===== config.mk =====
export PLATFORM = sky130hd
export DESIGN_NAME = redriver_config_loader
export DESIGN_NICKNAME = d
export VERILOG_FILES = /design/src/inc/redriver_cfg_pkg.sv /design/src/design/redriver_config_loader.sv
export SDC_FILE = /design/constraint.sdc
export NUM_CORES = 1
export LEC_CHECK = 0
export BUFFER_PORTS_ARGS = -buffer_cell sky130_fd_sc_hd__clkbuf_2
export CORE_MARGIN = 2
export CORE_UTILIZATION = 25
export DETAILED_ROUTE_END_ITERATION = 10
export GPL_ROUTABILITY_DRIVEN = 1
export RECOVER_POWER = 25
export SYNTH_ARGS = -nofsm -noshare
export SYNTH_HDL_FRONTEND = slang
export SYNTH_SLANG_ARGS = --single-unit

===== constraint.sdc =====
create_clock -name clock -period 2 [get_ports clock]
set_input_delay 0.2 -clock clock [delete_from_list [all_inputs] [get_ports clock]]
set_output_delay 0.2 -clock clock [all_outputs]
set_load 0.03 [all_outputs]

===== src/inc/redriver_cfg_pkg.sv =====
// constants and types for the redriver configuration loader
package redriver_cfg_pkg;
    localparam int NUM_CH = 4;
    localparam int TIMER_W = 17;
    localparam int CNT_W = 6;
    // strap levels L0..L4 are coded 0..4
    localparam logic [2:0] MODE_TARGET = 3'h2;
    localparam logic [2:0] MODE_EEPROM = 3'h3;
    localparam logic [2:0] OWN_ADDR_BASE = 3'h6;
    localparam logic [6:0] EEPROM_ADDR = 7'h50;
    localparam logic [7:0] EEPROM_WORD = 8'h00;
    localparam logic [2:0] FIRST_READ = 3'h3;
    localparam logic [2:0] LAST_BYTE = 3'h6;
    localparam logic [4:0] EQ_MAX = 5'h13;
    // timing in printed units, then cycles at the system clock
    localparam int CLK_NS = 100;
    localparam int SCL_LOW_NS = 1900;
    localparam int SCL_HIGH_NS = 1400;
    localparam int START_HOLD_NS = 1500;
    localparam int STOP_SETUP_NS = 1500;
    localparam int DATA_VALID_NS = 900;
    localparam int EEPROM_LOAD_US = 7500;
    localparam logic [CNT_W-1:0] SCL_LOW_CYC = CNT_W'(SCL_LOW_NS / CLK_NS);
    localparam logic [CNT_W-1:0] SCL_HIGH_CYC = CNT_W'(SCL_HIGH_NS / CLK_NS);
    localparam logic [CNT_W-1:0] START_HOLD_CYC = CNT_W'(START_HOLD_NS / CLK_NS);
    localparam logic [CNT_W-1:0] STOP_SETUP_CYC = CNT_W'(STOP_SETUP_NS / CLK_NS);
    localparam int DATA_VALID_CYC = DATA_VALID_NS / CLK_NS;
    localparam logic [TIMER_W-1:0] LOAD_CYCLES_DEF = TIMER_W'(EEPROM_LOAD_US * 1000 / CLK_NS);

    typedef struct packed {
        logic [2:0] gain;
        logic [4:0] eq;
    } chan_cfg_t;

    localparam chan_cfg_t RESET_CFG = '{gain: 3'h5, eq: 5'h00};

    typedef struct packed {
        logic sclOut;
        logic sclOe;
        logic sdaOut;
        logic sdaOe;
    } link_drive_t;

    typedef enum logic [2:0] {
        M_IDLE = 3'h0, M_START = 3'h1, M_LOW = 3'h3, M_HIGH = 3'h2,
        M_STOP = 3'h6, M_DONE = 3'h7, M_FAIL = 3'h5, M_WAIT = 3'h4
    } ctl_state_t;

    typedef enum logic [2:0] {
        T_IDLE = 3'h0, T_RECV = 3'h1, T_ACK = 3'h3, T_SEND = 3'h2, T_RACK = 3'h6
    } tgt_state_t;

    function automatic logic [4:0] strap_eq(input logic [2:0] l1, input logic [2:0] l0);
        logic [4:0] idx;
        idx = 5'(l1 * 5 + l0);
        return (idx > EQ_MAX) ? EQ_MAX : idx;
    endfunction

    function automatic logic [2:0] strap_gain(input logic [2:0] lvl);
        case (lvl)
            3'h0: return 3'h0;
            3'h1: return 3'h1;
            3'h2: return 3'h3;
            3'h3: return 3'h7;
            default: return 3'h5;
        endcase
    endfunction
endpackage


===== src/design/redriver_config_loader.sv =====
// configuration path: strap decode, EEPROM loader and register target
`timescale 1ns/1ps
module redriver_config_loader
    import redriver_cfg_pkg::*;
#(
    parameter logic [TIMER_W-1:0] LOAD_CYCLES = LOAD_CYCLES_DEF
) (
    // clock and reset
    input  wire logic                  clock,
    input  wire logic                  rst,
    // strap pins, level codes 0..4; address straps are two-bit codes 0..3
    input  wire logic [2:0]            modeStrap,
    input  wire logic [1:0]            address_strap_1,
    input  wire logic [1:0]            address_strap_0,
    input  wire logic [2:0]            eq1Strap,
    input  wire logic [2:0]            eq0Strap,
    input  wire logic [2:0]            gainStrap,
    // load handshake
    input  wire logic                  loadRequestN,
    output logic                       load_complete_n,
    // two-wire bus
    input  wire logic                  sclIn,
    input  wire logic                  sdaIn,
    output link_drive_t                linkDrive,
    // channel configuration
    output chan_cfg_t [NUM_CH-1:0]     cfgOut
);
    ////////////////////////////////////////////////////////////////////////
    logic [18:0] syncA_reg;
    logic [18:0] syncB_reg;
    logic        sclPrev_reg;
    logic        sdaPrev_reg;
    logic        busBusy_reg;
    logic [2:0]  modeS;
    logic [1:0]  a1S;
    logic [1:0]  a0S;
    logic [2:0]  eq1S;
    logic [2:0]  eq0S;
    logic [2:0]  gainS;
    logic        loadReqNS;
    logic        sclS;
    logic        sdaS;
    logic        sclRise, sclFall, startSeen, stopSeen, busMode, eepromMode;

    // pins are asynchronous: two flops before anything reads them
    always_ff @(posedge clock) begin
        if (rst) begin
            syncA_reg <= '1;
            syncB_reg <= '1;
            sclPrev_reg <= 1'b1;
            sdaPrev_reg <= 1'b1;
            busBusy_reg <= 1'b0;
        end else begin
            syncA_reg <= {modeStrap, address_strap_1, address_strap_0, eq1Strap, eq0Strap,
                          gainStrap, loadRequestN, sclIn, sdaIn};
            syncB_reg <= syncA_reg;
            sclPrev_reg <= sclS;
            sdaPrev_reg <= sdaS;
            busBusy_reg <= startSeen ? 1'b1 : (stopSeen ? 1'b0 : busBusy_reg);
        end
    end
    assign {modeS, a1S, a0S, eq1S, eq0S, gainS, loadReqNS, sclS, sdaS} = syncB_reg;

    assign sclRise = sclS && !sclPrev_reg;
    assign sclFall = !sclS && sclPrev_reg;
    assign startSeen = sclS && sclPrev_reg && sdaPrev_reg && !sdaS;
    assign stopSeen = sclS && sclPrev_reg && !sdaPrev_reg && sdaS;
    assign busMode = (modeS == MODE_TARGET) || (modeS == MODE_EEPROM);
    assign eepromMode = (modeS == MODE_EEPROM);

    ////////////////////////////////////////////////////////////////////////
    ctl_state_t           ctlState_reg, ctlState_next;
    logic [CNT_W-1:0]     ctlCnt_reg, ctlCnt_next;
    logic [3:0]           ctlBit_reg, ctlBit_next;
    logic [2:0]           ctlByte_reg, ctlByte_next;
    logic [7:0]           ctlShift_reg, ctlShift_next;
    logic                 ctlFail_reg, ctlFail_next;
    logic                 ctlSdaDly_reg, ctlSdaDly_next;
    logic                 ctlReading, ctlSdaLow, ctlSclLow, ctlStore;
    logic [7:0]           txByte;

    assign ctlReading = ctlByte_reg >= FIRST_READ;
    assign txByte = (ctlByte_reg == 3'h0) ? {EEPROM_ADDR, 1'b0} :
                    (ctlByte_reg == 3'h1) ? EEPROM_WORD : {EEPROM_ADDR, 1'b1};
    // last read byte is answered with no acknowledge
    assign ctlSdaLow = (ctlState_reg == M_LOW || ctlState_reg == M_HIGH) ?
                       ((ctlBit_reg < 4'h8) ? (!ctlReading && !ctlShift_reg[7])
                                           : (ctlReading && ctlByte_reg != LAST_BYTE)) :
                       (ctlState_reg == M_START) ? (ctlCnt_reg >= SCL_LOW_CYC + SCL_HIGH_CYC) :
                       (ctlState_reg == M_STOP) ? (ctlCnt_reg < SCL_LOW_CYC + STOP_SETUP_CYC) :
                       1'b0;
    assign ctlSclLow = (ctlState_reg == M_LOW) ||
                       ((ctlState_reg == M_START || ctlState_reg == M_STOP) &&
                        ctlCnt_reg < SCL_LOW_CYC);
    assign ctlStore = ctlState_reg == M_HIGH && sclS && ctlCnt_reg == SCL_HIGH_CYC - 1'b1 &&
                      ctlBit_reg == 4'h8 && ctlReading;

    // controller walks address, word pointer, restart, sequential read
    always_comb begin
        ctlState_next = ctlState_reg;
        ctlCnt_next = ctlCnt_reg + 1'b1;
        ctlBit_next = ctlBit_reg;
        ctlByte_next = ctlByte_reg;
        ctlShift_next = ctlShift_reg;
        ctlFail_next = ctlFail_reg;
        // data moves one cycle after the clock falls, so the wire gets hold time
        ctlSdaDly_next = ctlSdaLow;
        case (ctlState_reg)
            M_IDLE: begin
                ctlCnt_next = SCL_LOW_CYC;
                ctlByte_next = 3'h0;
                ctlFail_next = 1'b0;
                // no bus traffic unless EEPROM mode requests a load
                if (eepromMode && !loadReqNS && !busBusy_reg) begin
                    ctlState_next = M_START;
                end
            end
            M_START: begin
                // start held before first clock pulse
                if (ctlCnt_reg == SCL_LOW_CYC + SCL_HIGH_CYC + START_HOLD_CYC - 1'b1) begin
                    ctlState_next = M_LOW;
                    ctlCnt_next = '0;
                    ctlBit_next = 4'h0;
                    ctlShift_next = txByte;
                end
            end
            M_LOW: begin
                if (ctlCnt_reg == SCL_LOW_CYC - 1'b1) begin
                    ctlState_next = M_HIGH;
                    ctlCnt_next = '0;
                end
            end
            M_HIGH: begin
                // stretched clock: high time counts only once the line is seen high
                ctlCnt_next = sclS ? ctlCnt_reg + 1'b1 : ctlCnt_reg;
                if (sclS && ctlCnt_reg == SCL_HIGH_CYC - 1'b1) begin
                    ctlCnt_next = '0;
                    ctlBit_next = ctlBit_reg + 1'b1;
                    ctlState_next = M_LOW;
                    if (ctlBit_reg < 4'h8) begin
                        ctlShift_next = {ctlShift_reg[6:0], sdaS};
                        // lost arbitration: back off until the bus is free
                        if (!ctlReading && ctlShift_reg[7] && !sdaS) begin
                            ctlState_next = M_WAIT;
                        end
                    end else if (!ctlReading && sdaS) begin
                        // no acknowledge ends the load as failed
                        ctlFail_next = 1'b1;
                        ctlState_next = M_STOP;
                    end else if (ctlByte_reg == LAST_BYTE) begin
                        ctlState_next = M_STOP;
                    end else begin
                        ctlByte_next = ctlByte_reg + 1'b1;
                        ctlBit_next = 4'h0;
                        ctlShift_next = (ctlByte_reg == 3'h0) ? EEPROM_WORD : 8'h00;
                        if (ctlByte_reg == 3'h1) begin
                            ctlState_next = M_START;
                        end
                    end
                end
            end
            M_STOP: begin
                if (ctlCnt_reg == SCL_LOW_CYC + STOP_SETUP_CYC - 1'b1) begin
                    ctlState_next = ctlFail_reg ? M_FAIL : M_DONE;
                end
            end
            M_WAIT: begin
                if (!busBusy_reg) begin
                    ctlState_next = M_IDLE;
                end
            end
            default: begin
                if (loadReqNS || !eepromMode) begin
                    ctlState_next = M_IDLE;
                end
            end
        endcase
    end

    always_ff @(posedge clock) begin
        if (rst) begin
            ctlState_reg <= M_IDLE;
            ctlCnt_reg <= '0;
            ctlBit_reg <= 4'h0;
            ctlByte_reg <= 3'h0;
            ctlShift_reg <= 8'h00;
            ctlFail_reg <= 1'b0;
            ctlSdaDly_reg <= 1'b0;
        end else begin
            ctlState_reg <= ctlState_next;
            ctlCnt_reg <= ctlCnt_next;
            ctlBit_reg <= ctlBit_next;
            ctlByte_reg <= ctlByte_next;
            ctlShift_reg <= ctlShift_next;
            ctlFail_reg <= ctlFail_next;
            ctlSdaDly_reg <= ctlSdaDly_next;
        end
    end

    ////////////////////////////////////////////////////////////////////////
    tgt_state_t  tgtState_reg, tgtState_next;
    logic [3:0]  tgtBit_reg, tgtBit_next;
    logic [1:0]  tgtByte_reg, tgtByte_next;
    logic [7:0]  tgtShift_reg, tgtShift_next;
    logic [7:0]  tgtPtr_reg, tgtPtr_next;
    logic        tgtRw_reg, tgtRw_next;
    logic        tgtSda_reg, tgtSda_next;
    logic        addrMatch, ackNow, tgtWrite;
    logic [7:0]  readByte;
    chan_cfg_t   regs_reg [NUM_CH];
    chan_cfg_t   regs_next [NUM_CH];

    logic [1:0]  address_strap_1_s, address_strap_0_s;

    // address from the two address straps
    assign addrMatch = tgtShift_reg[7:1] == {OWN_ADDR_BASE, address_strap_1_s, address_strap_0_s};
    assign address_strap_1_s = a1S;
    assign address_strap_0_s = a0S;
    assign ackNow = tgtState_reg == T_RECV && sclFall && tgtBit_reg == 4'h8 &&
                    (tgtByte_reg != 2'h0 || addrMatch);
    // data bytes after the pointer byte land in registers
    assign tgtWrite = ackNow && tgtByte_reg == 2'h2 && tgtPtr_reg < NUM_CH;
    assign readByte = (tgtPtr_reg < NUM_CH) ? regs_reg[tgtPtr_reg[1:0]] : 8'h00;

    // target runs in both bus modes, independent of the loader
    always_comb begin
        tgtState_next = tgtState_reg;
        tgtBit_next = tgtBit_reg;
        tgtByte_next = tgtByte_reg;
        tgtShift_next = tgtShift_reg;
        tgtPtr_next = tgtPtr_reg;
        tgtRw_next = tgtRw_reg;
        tgtSda_next = tgtSda_reg;
        if (!busMode || stopSeen) begin
            tgtState_next = T_IDLE;
            tgtSda_next = 1'b0;
        end else if (startSeen) begin
            tgtState_next = T_RECV;
            tgtBit_next = 4'h0;
            tgtByte_next = 2'h0;
            tgtSda_next = 1'b0;
        end else begin
            case (tgtState_reg)
                T_RECV: begin
                    if (sclRise && tgtBit_reg < 4'h8) begin
                        tgtShift_next = {tgtShift_reg[6:0], sdaS};
                        tgtBit_next = tgtBit_reg + 1'b1;
                    end
                    // acknowledge driven on the first cycle after the fall
                    if (ackNow) begin
                        tgtSda_next = 1'b1;
                        tgtState_next = T_ACK;
                        tgtByte_next = (tgtByte_reg == 2'h2) ? 2'h2 : tgtByte_reg + 1'b1;
                        if (tgtByte_reg == 2'h0) begin
                            tgtRw_next = tgtShift_reg[0];
                        end else if (tgtByte_reg == 2'h1) begin
                            tgtPtr_next = tgtShift_reg;
                        end else begin
                            tgtPtr_next = tgtPtr_reg + 1'b1;
                        end
                    end else if (sclFall && tgtBit_reg == 4'h8) begin
                        tgtState_next = T_IDLE;
                    end
                end
                T_ACK: begin
                    if (sclFall) begin
                        tgtState_next = tgtRw_reg ? T_SEND : T_RECV;
                        tgtBit_next = tgtRw_reg ? 4'h1 : 4'h0;
                        tgtSda_next = tgtRw_reg && !readByte[7];
                        tgtShift_next = {readByte[6:0], 1'b0};
                        tgtPtr_next = tgtRw_reg ? tgtPtr_reg + 1'b1 : tgtPtr_reg;
                    end
                end
                T_SEND: begin
                    // each data bit follows the fall within a few cycles
                    if (sclFall) begin
                        tgtBit_next = tgtBit_reg + 1'b1;
                        tgtSda_next = (tgtBit_reg < 4'h8) && !tgtShift_reg[7];
                        tgtShift_next = {tgtShift_reg[6:0], 1'b0};
                        tgtState_next = (tgtBit_reg < 4'h8) ? T_SEND : T_RACK;
                    end
                end
                T_RACK: begin
                    if (sclRise) begin
                        tgtState_next = sdaS ? T_IDLE : T_ACK;
                    end
                end
                default: begin
                    tgtSda_next = 1'b0;
                end
            endcase
        end
    end

    always_ff @(posedge clock) begin
        if (rst) begin
            tgtState_reg <= T_IDLE;
            tgtBit_reg <= 4'h0;
            tgtByte_reg <= 2'h0;
            tgtShift_reg <= 8'h00;
            tgtPtr_reg <= 8'h00;
            tgtRw_reg <= 1'b0;
            tgtSda_reg <= 1'b0;
        end else begin
            tgtState_reg <= tgtState_next;
            tgtBit_reg <= tgtBit_next;
            tgtByte_reg <= tgtByte_next;
            tgtShift_reg <= tgtShift_next;
            tgtPtr_reg <= tgtPtr_next;
            tgtRw_reg <= tgtRw_next;
            tgtSda_reg <= tgtSda_next;
        end
    end

    ////////////////////////////////////////////////////////////////////////
    logic [TIMER_W-1:0]     loadTimer_reg, loadTimer_next;
    logic                   load_complete_n_next;
    chan_cfg_t [NUM_CH-1:0] cfg_next;
    chan_cfg_t              strapCfg;
    link_drive_t            drive_next;

    assign strapCfg = '{gain: strap_gain(gainS), eq: strap_eq(eq1S, eq0S)};

    always_comb begin
        regs_next = regs_reg;
        if (ctlStore) begin
            regs_next[2'(ctlByte_reg - FIRST_READ)] = ctlShift_reg;
        end
        if (tgtWrite) begin
            regs_next[tgtPtr_reg[1:0]] = tgtShift_reg;
        end
        // load time measured from the request while idle
        loadTimer_next = (ctlState_reg == M_IDLE) ? LOAD_CYCLES :
                         (loadTimer_reg != '0) ? loadTimer_reg - 1'b1 : loadTimer_reg;
        // done only after a clean load and the load time
        load_complete_n_next = !(ctlState_reg == M_DONE && loadTimer_reg == '0);
        // strap mode uses the strap decode alone
        for (int i = 0; i < NUM_CH; i++) begin
            cfg_next[i] = busMode ? regs_reg[i] : strapCfg;
        end
        drive_next = '{sclOut: 1'b0, sclOe: ctlSclLow, sdaOut: 1'b0,
                       sdaOe: ctlSdaDly_reg || tgtSda_reg};
    end

    always_ff @(posedge clock) begin
        if (rst) begin
            for (int i = 0; i < NUM_CH; i++) begin
                regs_reg[i] <= RESET_CFG;
                cfgOut[i] <= RESET_CFG;
            end
            loadTimer_reg <= LOAD_CYCLES;
            load_complete_n <= 1'b1;
            linkDrive <= '0;
        end else begin
            regs_reg <= regs_next;
            cfgOut <= cfg_next;
            loadTimer_reg <= loadTimer_next;
            load_complete_n <= load_complete_n_next;
            linkDrive <= drive_next;
        end
    end

    // the pin fall reaches ackNow up to three cycles late through the synchroniser
    localparam int DvBound = DATA_VALID_CYC - 3;
endmodule


==> reports/qor.txt <==
Crit path capture type: flop
First-pass GRT wire length: 38200 um
RSZ-0062 raised after global routing: yes
CTS tree: yes
Cell Chain, Critical Path: ha_4, ha_4, ha_4, a21o_1, a21oi_4, xnor2_4, nor4_4, a21o_1
Met2 Use GR: 21.2%
Mux share of post-synthesis cell area: 6.11%
Simple-gate portion of the synthesized area: 21.4%
Grt peak-use layer: met2
Peak supply drop: 0.000490 V
Fin nets: 1147
Tmin final: 2.15 ns
Crit-path slowest cell: nor4_4
Clock Skews: 0.0133 ns
Synth-to-Final Area Change: 31.3%
Post-DP HPWL: 17300 um
Req. time, crit path: 2.37 ns
Fin. Hold Viols: 0
Post-Synth XOR/XNOR Area: 2.31%
Root Buffer: clkbuf_16
Number of synthesized flops with an enable pin: 0
CTS Buf Count: 17
CP peak stage delay: 0.39 ns
Commonest non-fill, non-tap cell in the layout: dfxtp_1
Layout Utilization: 33.3%
Register area share after synthesis: 40.8%
Drt initial violations: 657
Post-Layout Inst Area: 11500 um2
CTS H-tree depth: 4
Synthesized cell area: 8730 um2
Drt drc: 0
Die H: 191 um
Netlist cell types: 78
Slew of the pin with the lowest slew margin: 0.879 ns
Clock-pin slew on the worst setup and hold paths: 0.08 ns
Final Setup Violations: 25
Placed inst area: 10100 um2
FFs w/ async S/R, synth: 0%
Status: finished, violations left
Worst min path class: in2reg
Vias per cell: 4.95
Cells after Synth: 960
Avg Cell Area, Syn: 9.09 um2
Static leakage: 4.34 nW
Initial antenna violation count: 0
Total Routing Usage GR: 13.1%
Global Route met1 Usage: 17.8%
CP max FO: 5
Synth warn: 0
DIE AREA: 36400 um2
Fmax: 465 MHz
Most used cell, CP: ha_4
Area of the core: 34500 um2
Kind of critical path: reg2reg
Max capacitance violation total: 0
Pin count of the biggest net entering global routing: 42
Fraction of layout cells with a size suffix above 1: 31.6%
Post-Place Setup Slack: -0.475 ns
Grt ovf: 0
Maximum root-to-sink buffer count: 2
FF-to-FF Start: syncB_reg[11]
N_diodes: 0
Final Max Tran Viols: 0
CP startpoint kind: flop
Main combinational cell family by area after synthesis: simple AND/OR/NAND/NOR gates
Vias in the first global route: 7280
Filler cells: 3508
Vias: 7726
Post-synthesis compound-gate area fraction: 19.6%
Grt met3 use: 2.06%
Routed wire per std cell: 15.6 um
Initial core utilization: 25.3%
FP Rows: 68
Clock Latency Late Sink: 0.44 ns
Prevailing post-synth register cell: dfxtp_1
Power Dens Cells: 802 nW/um2
Synth Area in Adders: 4.96%
Synthesis-stage register bit count: 178
Worst Slack Setup Final: -0.152 ns
Most frequent cells in the layout: dfxtp_1, buf_4, nor2_1
Routability cong.: 0.870
Clk sinks: 178
Post-route ant nets: 0
TritonRoute pass-1 iters: 5
Worst hold start: rst
Slew Limit Headroom: 40.8%
Chip width: 191 um
Detailed Route WL: 24300 um
Fin crit share: 108%
Failing checks: negative setup slack
Critical Path Source: syncB_reg[11]
PortBufs: 55
CP Data Arrival Time: 2.53 ns
IO Pins: 58
per-layer routing:
| layer | vias up | routed length [um] |
|---|---|---|
| met2 | 196 | 11300 |
| met1 | 3727 | 11500 |
| met5 | - | 0 |
| li1 | 3772 | - |
| met4 | 0 | 382 |
| met3 | 31 | 1050 |
worst max-delay path: cells and delay by family, from the launching register on:
family                     cells  cell delay (ns)
adders and majority gates      3             0.72
AOI/OAI and AO/OA              3             0.49
and+or+nand+nor                1             0.39
DFF                            1             0.34
xor gates and xnor gates       1             0.15
layout make-up:
class,instances,area [um2],share of cell area [%]
Multi-Input combinational cell,685,5250,45.8
Sequential cell,178,3570,31.2
Timing Repair Buffer,182,1380,12.0
Tap cell,455,569,4.97
Clock buffer,17,425,3.71
Clock inverter,15,165,1.44
Inverter,28,105,0.917
power by group:
part           internal, mW  switching [mW]
Sequential             3.76           0.127
Clock                  1.68            1.63
Combinational         0.826            1.18
Total                  6.26            2.94
cells in the mapped netlist (all sizes together) (10+ instances only):
| library cell | instances | area, um2 |
|---|---|---|
| inv | 28 | 105 |
| clkbuf | 52 | 196 |
| nor2 | 58 | 218 |
| a211oi | 23 | 178 |
| and3 | 10 | 62.6 |
| ha | 33 | 413 |
| mux2i | 33 | 330 |
| a21oi | 77 | 385 |
| nand2 | 50 | 188 |
| nand3 | 47 | 255 |
| buf | 18 | 119 |
| a21o | 18 | 135 |
| nor3 | 20 | 111 |
| o31ai | 43 | 323 |
| o21ai | 27 | 135 |
| dfxtp | 178 | 3560 |
| xor2 | 15 | 131 |
| nor2b | 12 | 75.1 |
| or2 | 46 | 288 |
| nand4b | 11 | 96.3 |
final timing paths:
kind                endpoint  slack (ns)  depth (start not counted)
max               cfgOut[27]       -0.15                          8
min          load_complete_n        0.12                          2
max reg2reg       cfgOut[27]       -0.15                          8
min reg2reg     syncB_reg[9]        0.41                          1
metrics by stage:
stage,cells,setup TNS [ns],power [mW],hold slack (ns)
after global routing,1560,-4.99,9.66,0.0975
after global placement,1500,-13.06,5.77,0.383
final,1560,-2.62,9.20,0.122
after floorplan,961,-0.184,5.20,0.304
after detailed placement,1500,-15.34,5.80,0.388
after CTS,1554,-2.75,9.20,0.103
kinds of logic (layout without fill, tap and decap cells):
logic type / count (synthesis) / count (layout)
compound gates: 255 / 255
fa+ha+maj: 34 / 34
xor+xnor: 23 / 23
mux: 43 / 43
simple gates: 328 / 328
other cells: 1 / 2
flops: 178 / 178
buf+inv: 98 / 242
timing repair:
action | 4_1_cts | 5_1_grt
resized for setup | 27 | 89
cloned | 0 | 2
pin swaps | 6 | 11
hold buffers | 19 | 0
endpoints found under the hold margin | 19 | 0
buffers inserted | 4 | 6
endpoints found under the setup margin | 54 | 79
(Power assumes the default switching activity.)
